[config.mk]
export PLATFORM = sky130hd
export DESIGN_NAME = cbo_unit
export DESIGN_NICKNAME = d
export VERILOG_FILES = /design/src/cbo_pkg.sv /design/src/cbo_op_if.sv /design/src/cbo_decode.sv /design/src/cbo_unit.sv
export SDC_FILE = /design/constraint.sdc
export NUM_CORES = 1
export LEC_CHECK = 0
export BUFFER_PORTS_ARGS = -buffer_cell sky130_fd_sc_hd__buf_2
export CAP_MARGIN = 20
export CORE_MARGIN = 5
export CORE_UTILIZATION = 40
export DETAILED_ROUTE_END_ITERATION = 10
export PLACE_DENSITY = 0.8
export SYNTH_ARGS = -nofsm -noshare
export SYNTH_HDL_FRONTEND = slang
export SYNTH_SLANG_ARGS = --single-unit
[constraint.sdc]
create_clock -name sys_clk_in -period 4.2 [get_ports sys_clk_in]
set_input_delay 0.63 -clock sys_clk_in [delete_from_list [all_inputs] [get_ports sys_clk_in]]
set_output_delay 0.63 -clock sys_clk_in [all_outputs]
set_load 0.1 [all_outputs]
[src/cbo_pkg.sv]
// Constants and types for the cache-block zero and prefetch unit.
// Assumes a 32-bit instruction word and a byte-addressed memory hierarchy.
// Behaviour
// - Zero every byte of the addressed block
// - Block may be cleared in several writes
// - Prefetch address is base plus sign-extended immediate
// - Fetch hint may fill instruction cache
// - Read hint may fill load cache
// - Write hint may fill store cache
// - Hints are immediate-OR, rd zero, kind field
// - Destination field supplies immediate bits 4:0
// - Translate effective address before acting
package cbo_pkg;

    // Major opcodes
    localparam logic [6:0] OPC_MISC_MEM = 7'h0f;
    localparam logic [6:0] OPC_IMM_ALU = 7'h13;
    // Minor function codes
    localparam logic [2:0] F3_CBO = 3'h2;
    localparam logic [2:0] F3_OR_IMM = 3'h6;
    // Sub-op for block-zero in bits 31:20
    localparam logic [11:0] CBO_ZERO_FN = 12'h004;
    // Hint selectors in bits 24:20
    localparam logic [4:0] HINT_FETCH = 5'h00;
    localparam logic [4:0] HINT_READ = 5'h01;
    localparam logic [4:0] HINT_WRITE = 5'h03;
    // Field positions
    localparam int OPC_LSB = 0;
    localparam int RD_LSB = 7;
    localparam int F3_LSB = 12;
    localparam int RS2_LSB = 20;
    localparam int IMM_HI_LSB = 25;
    // Memory-side operation codes
    localparam logic [1:0] MEM_ZERO = 2'h0;
    localparam logic [1:0] MEM_PF_I = 2'h1;
    localparam logic [1:0] MEM_PF_R = 2'h2;
    localparam logic [1:0] MEM_PF_W = 2'h3;
    // Values after reset
    localparam logic RST_PULSE = 1'b0;
    localparam logic [1:0] RST_MEM_OP = 2'h0;

    // Decoded operation kind
    typedef enum logic [2:0] {
        OP_NONE,
        OP_ZERO,
        OP_PF_I,
        OP_PF_R,
        OP_PF_W
    } op_kind_t;

endpackage : cbo_pkg

[src/cbo_op_if.sv]
// Carrier for a decoded operation from the decoder to the sequencer.
// Assumes both ends sit in the same clock domain; contents are combinational.
interface cbo_op_if #(
    parameter int XLEN = 32
);
    logic hit; // Instruction is one of ours
    cbo_pkg::op_kind_t kind; // Which operation
    logic [XLEN-1:0] vaddr; // Effective (virtual) address

    modport producer (output hit, output kind, output vaddr);
    modport consumer (input hit, input kind, input vaddr);
endinterface : cbo_op_if

[src/cbo_decode.sv]
// Combinational decoder for block-zero and the three prefetch hints.
// Assumes the base register value is already read from the register file.
module cbo_decode #(
    parameter int XLEN = 32
) (
    input wire logic [31:0] insn_in,
    input wire logic [XLEN-1:0] base_source_reg_in,
    cbo_op_if.producer op
);

    // Classify one instruction word
    function automatic cbo_pkg::op_kind_t classify(input logic [31:0] w);
        cbo_pkg::op_kind_t k;
        k = cbo_pkg::OP_NONE;
        if (w[6:0] == cbo_pkg::OPC_MISC_MEM && w[14:12] == cbo_pkg::F3_CBO &&
            w[11:7] == 5'h00 && w[31:20] == cbo_pkg::CBO_ZERO_FN) begin
            k = cbo_pkg::OP_ZERO;
        end else if (w[6:0] == cbo_pkg::OPC_IMM_ALU && w[14:12] == cbo_pkg::F3_OR_IMM &&
                     w[11:7] == 5'h00) begin
            unique case (w[24:20])
                cbo_pkg::HINT_FETCH: k = cbo_pkg::OP_PF_I;
                cbo_pkg::HINT_READ: k = cbo_pkg::OP_PF_R;
                cbo_pkg::HINT_WRITE: k = cbo_pkg::OP_PF_W;
                // Any other selector is a plain OR with rd zero, not ours
                default: k = cbo_pkg::OP_NONE;
            endcase
        end
        return k;
    endfunction : classify

    logic [11:0] imm; // Store-style immediate
    cbo_pkg::op_kind_t kind; // Decoded kind

    // rd field gives the low immediate bits
    assign imm = {insn_in[31:cbo_pkg::IMM_HI_LSB], insn_in[11:cbo_pkg::RD_LSB]};
    assign kind = classify(insn_in);
    assign op.kind = kind;
    assign op.hit = (kind != cbo_pkg::OP_NONE);

    // Address generation
    always_comb begin
        if (kind == cbo_pkg::OP_ZERO) begin
            op.vaddr = base_source_reg_in;
        end else begin
            op.vaddr = base_source_reg_in + {{(XLEN-12){imm[11]}}, imm};
        end
    end

endmodule : cbo_decode

[src/cbo_unit.sv]
// Top of the cache-block zero and prefetch unit.
// Assumes the pipeline offers one instruction at a time with its base value,
// a translation port answering with a physical address or a fault, and a
// cache port that accepts one request per acknowledge.
module cbo_unit #(
    parameter int XLEN = 32, // Address width
    parameter int BLOCK_BYTES = 64, // Cache block size
    parameter int BEAT_BYTES = 8, // Bytes cleared per write
    parameter bit PREFETCH_EN = 1'b1 // Forward hints to the cache
) (
    input wire logic sys_clk_in,
    input wire logic resetn_in,
    input wire logic ce_in,
    input wire logic insn_valid_in,
    input wire logic [31:0] insn_in,
    input wire logic [XLEN-1:0] base_source_reg_in,
    output logic insn_ready_out,
    output logic insn_hit_out,
    output logic done_out,
    output logic fault_out,
    output logic xlate_req_out,
    output logic [XLEN-1:0] xlate_vaddr_out,
    input wire logic xlate_ack_in,
    input wire logic [XLEN-1:0] xlate_paddr_in,
    input wire logic xlate_fault_in,
    output logic mem_req_out,
    output logic [1:0] mem_op_out,
    output logic [XLEN-1:0] mem_addr_out,
    output logic [8*BEAT_BYTES-1:0] mem_data_out,
    input wire logic mem_ack_in
);

    localparam int OFF_W = $clog2(BLOCK_BYTES); // Block offset bits
    localparam int BEATS = BLOCK_BYTES / BEAT_BYTES; // Writes per block
    localparam int BEAT_W = (BEATS > 1) ? $clog2(BEATS) : 1; // Beat counter width
    localparam logic [XLEN-1:0] BEAT_STEP = XLEN'(BEAT_BYTES); // Address step per write

    // Refuse shapes the beat walk cannot serve, at elaboration time
    if (XLEN < 32 || BLOCK_BYTES < BEAT_BYTES || BEAT_BYTES < 1 ||
        (BLOCK_BYTES & (BLOCK_BYTES - 1)) != 0 || (BEAT_BYTES & (BEAT_BYTES - 1)) != 0 ||
        OFF_W >= XLEN) begin : g_bad_params
        $error("cbo_unit: unsupported parameter set");
    end

    typedef enum logic [1:0] {
        ST_IDLE,
        ST_XLATE,
        ST_ZERO,
        ST_PREF
    } state_t;

    state_t state_q; // Sequencer state
    cbo_pkg::op_kind_t kind_q; // Operation in flight
    logic [XLEN-1:0] vaddr_q; // Effective address held for translation
    logic [XLEN-1:0] addr_q; // Current cache-side address
    logic [1:0] op_q; // Current cache-side op code
    logic [BEAT_W-1:0] beat_q; // Beats of the block already cleared
    logic done_q; // Completion pulse
    logic fault_q; // Translation fault pulse
    logic accept; // Instruction taken this cycle
    logic xl_ok; // Translation answered without fault
    logic last_beat; // Final write of the block
    logic [XLEN-1:0] block_pa; // Translated address aligned to the block

    cbo_op_if #(.XLEN(XLEN)) op_bus ();

    // Decoder is pure logic; the instruction is held by the pipeline while valid
    cbo_decode #(.XLEN(XLEN)) u_decode (
        .insn_in(insn_in),
        .base_source_reg_in(base_source_reg_in),
        .op(op_bus.producer)
    );

    assign insn_ready_out = (state_q == ST_IDLE);
    assign insn_hit_out = op_bus.hit;
    assign accept = ce_in && insn_valid_in && op_bus.hit && (state_q == ST_IDLE);
    assign xl_ok = xlate_ack_in && !xlate_fault_in;
    assign last_beat = (beat_q == BEAT_W'(BEATS - 1));
    // the whole block, whatever offset the address carries
    assign block_pa = {xlate_paddr_in[XLEN-1:OFF_W], {OFF_W{1'b0}}};

    // Handshake outputs come straight from the state
    assign xlate_req_out = (state_q == ST_XLATE);
    assign mem_req_out = (state_q == ST_ZERO) || (state_q == ST_PREF);
    assign xlate_vaddr_out = vaddr_q;
    assign mem_addr_out = addr_q;
    assign mem_op_out = op_q;
    assign mem_data_out = '0;
    assign done_out = done_q;
    assign fault_out = fault_q;

    // Sequencer: take, translate, then act on the cache
    always_ff @(posedge sys_clk_in) begin
        if (!resetn_in) begin
            state_q <= ST_IDLE;
        end else if (ce_in) begin
            unique case (state_q)
                ST_IDLE: begin
                    if (accept) begin
                        state_q <= ST_XLATE;
                    end
                end
                // nothing reaches the cache before translation
                ST_XLATE: begin
                    if (xlate_ack_in && xlate_fault_in) begin
                        state_q <= ST_IDLE;
                    end else if (xl_ok && kind_q == cbo_pkg::OP_ZERO) begin
                        state_q <= ST_ZERO;
                    end else if (xl_ok) begin
                        // hints are dropped when forwarding is off
                        state_q <= PREFETCH_EN ? ST_PREF : ST_IDLE;
                    end
                end
                ST_ZERO: begin
                    if (mem_ack_in && last_beat) begin
                        state_q <= ST_IDLE;
                    end
                end
                ST_PREF: begin
                    if (mem_ack_in) begin
                        state_q <= ST_IDLE;
                    end
                end
            endcase
        end
    end

    // Capture of the accepted operation
    always_ff @(posedge sys_clk_in) begin
        if (!resetn_in) begin
            kind_q <= cbo_pkg::OP_NONE;
            vaddr_q <= '0;
        end else if (ce_in && accept) begin
            kind_q <= op_bus.kind;
            vaddr_q <= op_bus.vaddr;
        end
    end

    // Cache-side address and op code
    always_ff @(posedge sys_clk_in) begin
        if (!resetn_in) begin
            addr_q <= '0;
            op_q <= cbo_pkg::RST_MEM_OP;
        end else if (ce_in) begin
            if (state_q == ST_XLATE && xl_ok) begin
                addr_q <= block_pa;
                unique case (kind_q)
                    cbo_pkg::OP_ZERO: op_q <= cbo_pkg::MEM_ZERO;
                    cbo_pkg::OP_PF_I: op_q <= cbo_pkg::MEM_PF_I;
                    cbo_pkg::OP_PF_R: op_q <= cbo_pkg::MEM_PF_R;
                    cbo_pkg::OP_PF_W: op_q <= cbo_pkg::MEM_PF_W;
                    default: op_q <= cbo_pkg::RST_MEM_OP;
                endcase
            // block cleared one beat per write
            end else if (state_q == ST_ZERO && mem_ack_in && !last_beat) begin
                addr_q <= addr_q + BEAT_STEP;
            end
        end
    end

    // Beat counter for the zero walk
    always_ff @(posedge sys_clk_in) begin
        if (!resetn_in) begin
            beat_q <= '0;
        end else if (ce_in) begin
            if (state_q != ST_ZERO) begin
                beat_q <= '0;
            end else if (mem_ack_in && !last_beat) begin
                beat_q <= beat_q + BEAT_W'(1);
            end
        end
    end

    // Completion and fault pulses, one ce_in cycle each; held while ce_in is low
    always_ff @(posedge sys_clk_in) begin
        if (!resetn_in) begin
            done_q <= cbo_pkg::RST_PULSE;
            fault_q <= cbo_pkg::RST_PULSE;
        end else if (ce_in) begin
            done_q <= (state_q == ST_XLATE && xlate_ack_in &&
                       (xlate_fault_in || (kind_q != cbo_pkg::OP_ZERO && !PREFETCH_EN))) ||
                      (state_q == ST_ZERO && mem_ack_in && last_beat) ||
                      (state_q == ST_PREF && mem_ack_in);
            fault_q <= (state_q == ST_XLATE && xlate_ack_in && xlate_fault_in);
        end
    end
endmodule : cbo_unit

==> results of run 1 <==
[synth_stat cells (all sizes together), types with 6 or more instances]
library cell,n
a22oi,11
a21oi,85
o211ai,11
xnor2,10
nor3,28
a311oi,7
nand2b,6
buf,78
nor2b,9
nand2,80
xor2,6
mux2i,6
and2,10
a211oi,19
a21o,14
ha,34
nand3b,8
nand3,24
dfxtp,73
a31oi,15
nand4,12
nor4,6
o21ai,55
nor2,105
clkbuf,29
and3,14
inv,19
[report_power, final]
part	switching, mW	internal, mW
sequential	0.000000276	0.692
combinational	0.480	0.165
clock	0.333	0.527
[routing by layer]
metal,global-route usage (%),vias to the layer above
met2,32.1,261
met3,4.38,26
met1,25.4,3025
met5,0,-
met4,6.57,0
li1,-,3222
[flip-flops by register name (all words and copies together) (netlist names)]
name             count
beat_q               3
done_out             1
fault_out            1
kind_q               3
mem_addr_out        29
mem_op_out           2
state_q              2
xlate_vaddr_out     32
[path summary, 6_finish.rpt]
path | startpoint | cells after the start | to
max | insn_in[31] | 10 | xlate_vaddr_out[30]
min | xlate_vaddr_out[1] | 2 | xlate_vaddr_out[1]
max reg2reg | mem_addr_out[3] | 9 | mem_addr_out[31]
min reg2reg | xlate_vaddr_out[1] | 2 | xlate_vaddr_out[1]
[stage by stage]
step	total power [mW]	instance area [sq um]	setup slack, ps	util [%]	instances
finish	2.20	7140	1150	47.3	1176
global route	2.30	7140	963	47.3	1176
CTS	2.22	7140	1190	47.3	1176
detailed placement	1.34	6810	824	45.1	1160
global placement	1.34	6810	879	45.1	1160
floorplan	1.28	6370	1220	-	910
[kinds of logic (layout without fill, tap and decap cells)]
group,Yosys count,after routing
flip-flops,73,73
buffers and inverters,126,204
XOR/XNOR,16,16
adder cells (fa/ha/maj),35,35
AND/OR/NAND/NOR,325,325
multiplexers,8,8
other,1,67
AO/OA/AOI/OAI,260,260
[critical path, cell delays in order]
cell	delay, ps
buf_2	440
ha_1	410
a21o_1	210
a221o_1	360
a21oi_1	220
o21ai_0	170
a311oi_2	430
a41oi_1	180
a21oi_1	160
nor2_1	70
[final cells by class]
class	count	share of cell area, %
inverters	19	0.999
repair buffers	169	12.2
clock inverters	7	1.40
flip-flops and latches	73	20.5
multi-input cells	711	58.5
clock buffers	9	3.16
well taps	188	3.30
==> results.cfg, run 1 <==
[worst_setup_path]
worstSetupEndpointType = flip-flop
cp_max_fo = 25
worstPathArrival_ps = 3280
critPathLaunchType = input port
reg2reg_slack_ps = 1720
required_ps = 4430
criticalPathCategory = in2reg

[yosys]
seq_area_frac_synth_pct = 23.9
synthSimpleGateAreaFrac_pct = 25.6
synth_top_area_share_pct = 23.9
synth_xor_area_share_pct = 2.29
synth_area_leader_cell = dfxtp_1
synth_cell_type_count = 74
synth_edf_count = 0
synthAdderAreaFrac_pct = 7.28
synth_top_family_by_area = compound AO/OA/AOI/OAI gates
synth_ff_type = dfxtp_1
ys_warn_count = 0
syn_inst = 844
synth-seq-cells = 73
synth_compound_area_share_pct = 27.4
syn_area_sq_um = 6120
synth.area.mux_share_pct = 1.35
async_reset_ff_share_pct = 0
postSynthAreaPerCell_sq_um = 7.25
synth.area.top_cells = dfxtp_1 24%, buf_4 8.6%, ha_1 7.0%

[route]
viasPerCell = 5.56
drcViolationCount = 0
detail-route-antenna-nets = 0
drt_iter0_drc = 429
wl_met1_microns = 8070
dr_total_vias = 6534
wire_per_inst_microns = 15.7
drt-total-wl_microns = 18400
dr_wl_met2_microns = 8550
firstDrtPassIters = 5
wl_met3_microns = 1500
top_layer = met4

[placement]
io_buffers = 160
place_hpwl_microns = 13900
gp_congestion = 0.938

[status]
outcome = finished clean

[global_route]
grt_pass1_vias = 5914
track_usage_pct = 19.5
antenna_found_initial = 0
grt_max_degree = 53
grt_first_pass_wirelength_microns = 29000
grt_overflow = 0

[sta]
tns_ps = 0
maxSlewHeadroom_pct = 47.8
finalSetupViolations = 0
tightestPinTransition_ps = 783
final_hold_viol_count = 0
rsz0062_at_grt = false
fin_crit_sh_pct = 72.6
skew_ps = 12.9
fmax_ghz = 0.328
holdWs_ps = 451
final.min_clock_period_ps = 3050
slew_violations = 0

[pwr]
peakVddDrop_v = 0.000192
p_leak_nw = 3.15
cellPowerDensity_nw_per_um2 = 308

[cells_and_area]
multi_input_comb_area_sq_um = 4180
n_antenna_cell = 0
drive_gt1_share_pct = 20.9
fin_nets = 1121
area_growth_pct = 16.6
fill_cells = 1543
mostFrequentLayoutCell = buf_2
regArea_sq_um = 1460
layout_common_cells = 160 x buf_2, 103 x nor2_1, 84 x a21oi_1

[clocking]
cts_buffer_depth = 2
worstSkewPairLatency_ps = 340
htree_levels = 3
cts_made_buffers = 9
cts_num_sinks = 73
cts-root-buf = clkbuf_16
cts_resized = 0
clk_pin_slew_ps = 60
holdBufCountCts = 0
cts_tree = built
postCtsSetupRepairBufs = 0

[min_path]
hold_class = reg2reg

[flow_run]
max_cap_violations = 0

[floorplanning]
die_y_microns = 134
die_w_microns = 134
die_area_sq_um = 17900
ios = 239
rows = 45
fp.coreArea_sq_um = 15100
start_util_pct = 40.6
No activity file was read; power rests on OpenSTA's default activity.
==> run 2: changes to the inputs <==
PLACE_DENSITY = 0.82   (was 0.8)
clock period = 2.6 ns   (was 4.2 ns; I/O delays follow)
==> results.cfg, run 2 (synthesized netlist as in run 1, its figures left out) <==
[global_route]
track_usage_pct = 20.7
antenna_found_initial = 0
grt_first_pass_wirelength_microns = 30800
grt_pass1_vias = 6338
grt_overflow = 0
grt_max_degree = 37

[worst_setup_path]
critPathLaunchType = input port
r2r_end = mem_addr_out[31]
max_stage_delay_ps = 450
crit_path_start = insn_in[31]
cp_max_fo = 8
required_ps = 2870
reg2reg_from = mem_addr_out[9]
cp.depth = 11
criticalPathCategory = in2reg
worstPathArrival_ps = 2760
reg2reg_slack_ps = 450
path_delay_family = compound AO/OA/AOI/OAI gates
crit_chain = buf_2 -> buf_4 -> ha_1 -> a21o_1 -> a31oi_1 -> o21ai_1 -> nor2_1 -> a211o_2 -> or4_1 -> a31o_1 -> o211ai_2
cp_slowest_cell = or4_1
r2r_cells = 8
worstSetupEndpointType = flip-flop
worst-path-buf-inv = 2
endpoint = xlate_vaddr_out[31]

[clocking]
cts_buffer_depth = 2
worstSkewPairLatency_ps = 340
cts_num_sinks = 73
cts_made_buffers = 9
clk_pin_slew_ps = 60
cts_tree = built
htree_levels = 3
cts-root-buf = clkbuf_16

[route]
viasPerCell = 5.52
detail-route-antenna-nets = 0
wire_per_inst_microns = 15.6
drt_iter0_drc = 492
drcViolationCount = 0
dr_total_vias = 6919
firstDrtPassIters = 5
drt-total-wl_microns = 19500

[sta]
skew_ps = 6.44
finalSetupViolations = 0
final.min_clock_period_ps = 2500
fin_crit_sh_pct = 96.0
slew_violations = 0
tightestPinTransition_ps = 805
holdWs_ps = 341
fmax_ghz = 0.401
fin_ws_ps = 104
maxSlewHeadroom_pct = 46.3
tns_ps = 0
final_hold_viol_count = 0

[cells_and_area]
layout_common_cells = 159 x buf_2, 102 x nor2_1, 84 x a21oi_1, 84 x buf_4, 80 x nand2_1
stdcell_count = 1253
fin_area_sq_um = 7860
drive_gt1_share_pct = 28.5
largest_register_ffs = 32
n_antenna_cell = 0
area_growth_pct = 28.4
fin_nets = 1198
mostFrequentLayoutCell = buf_2

[pwr]
cellPowerDensity_nw_per_um2 = 484
peakVddDrop_v = 0.000295
p_leak_nw = 3.56

[floorplanning]
start_util_pct = 40.6
rows = 45
die_y_microns = 134
ios = 239
die_area_sq_um = 17900
die_w_microns = 134
fp.coreArea_sq_um = 15100

[placement]
gp_congestion = 0.952
place_area_sq_um = 7450
dp_worst_setup_slack_ps = -323
placed_cells = 1236
place_hpwl_microns = 14900
io_buffers = 160

[status]
outcome = finished clean

[min_path]
hold_class = in2reg
hp-start = base_source_reg_in[6]

[flow_run]
max_cap_violations = 0
==> run 2: how the worst min path moves through the flow <==
stage / to / cells past startpoint / slack (ps)
after floorplan: kind_q[2] / 2 / 470
final: xlate_vaddr_out[6] / 3 / 340
after global routing: xlate_vaddr_out[31] / 3 / 360
after detailed placement: xlate_vaddr_out[1] / 2 / 440
after global placement: xlate_vaddr_out[1] / 2 / 440
after CTS: xlate_vaddr_out[6] / 3 / 320
==> run 2: timing repair <==
item                       in CTS  in global routing
buffers inserted                0                  1
resized for setup               0                  9
setup endpoints to repair       0                  8
hold buffers                    0                  0
==> run 2: per-layer routing <==
layer / vias to the layer above / GRT usage, % / part of all wire [%]
li1: 3381 / - / -
met1: 3222 / 26.6 / 43
met2: 288 / 35.1 / 48
met3: 28 / 3.93 / 7.4
met4: 0 / 6.74 / 1.4
met5: - / 0 / 0
==> run 2: final cells by class <==
cell class,instances,area [sq um]
Sequential cell,73,1480
Tap cell,188,235
Clock inverter,6,115
Multi-Input combinational cell,711,4230
Timing Repair Buffer,246,1490
Inverter,19,71.3
Clock buffer,10,239
Fill cell,1433,7230
==> run 2: worst reg2reg max path, stage by stage, from the launching register on <==
cell	delay, ps
dfxtp_2	390
nand4_1	220
nor4_2	330
and4_1	320
nand3_1	150
nor2_1	250
nand4_1	130
a21o_1	190
a21oi_1	100
==> run 2: where the power goes <==
part	switching, mW	internal (mW)	total [mW]
combinational	0.822	0.372	1.19
sequential	0.000000456	1.12	1.12
clock	0.524	0.968	1.49
==> run 2: metrics by stage <==
stage / total power, mW / util [%]
after detailed placement: 2.30 / 49.4
after floorplan: 2.07 / -
after global placement: 2.29 / 49.4
final: 3.80 / 52.1
after CTS: 3.81 / 51.7
after global routing: 3.97 / 52.1
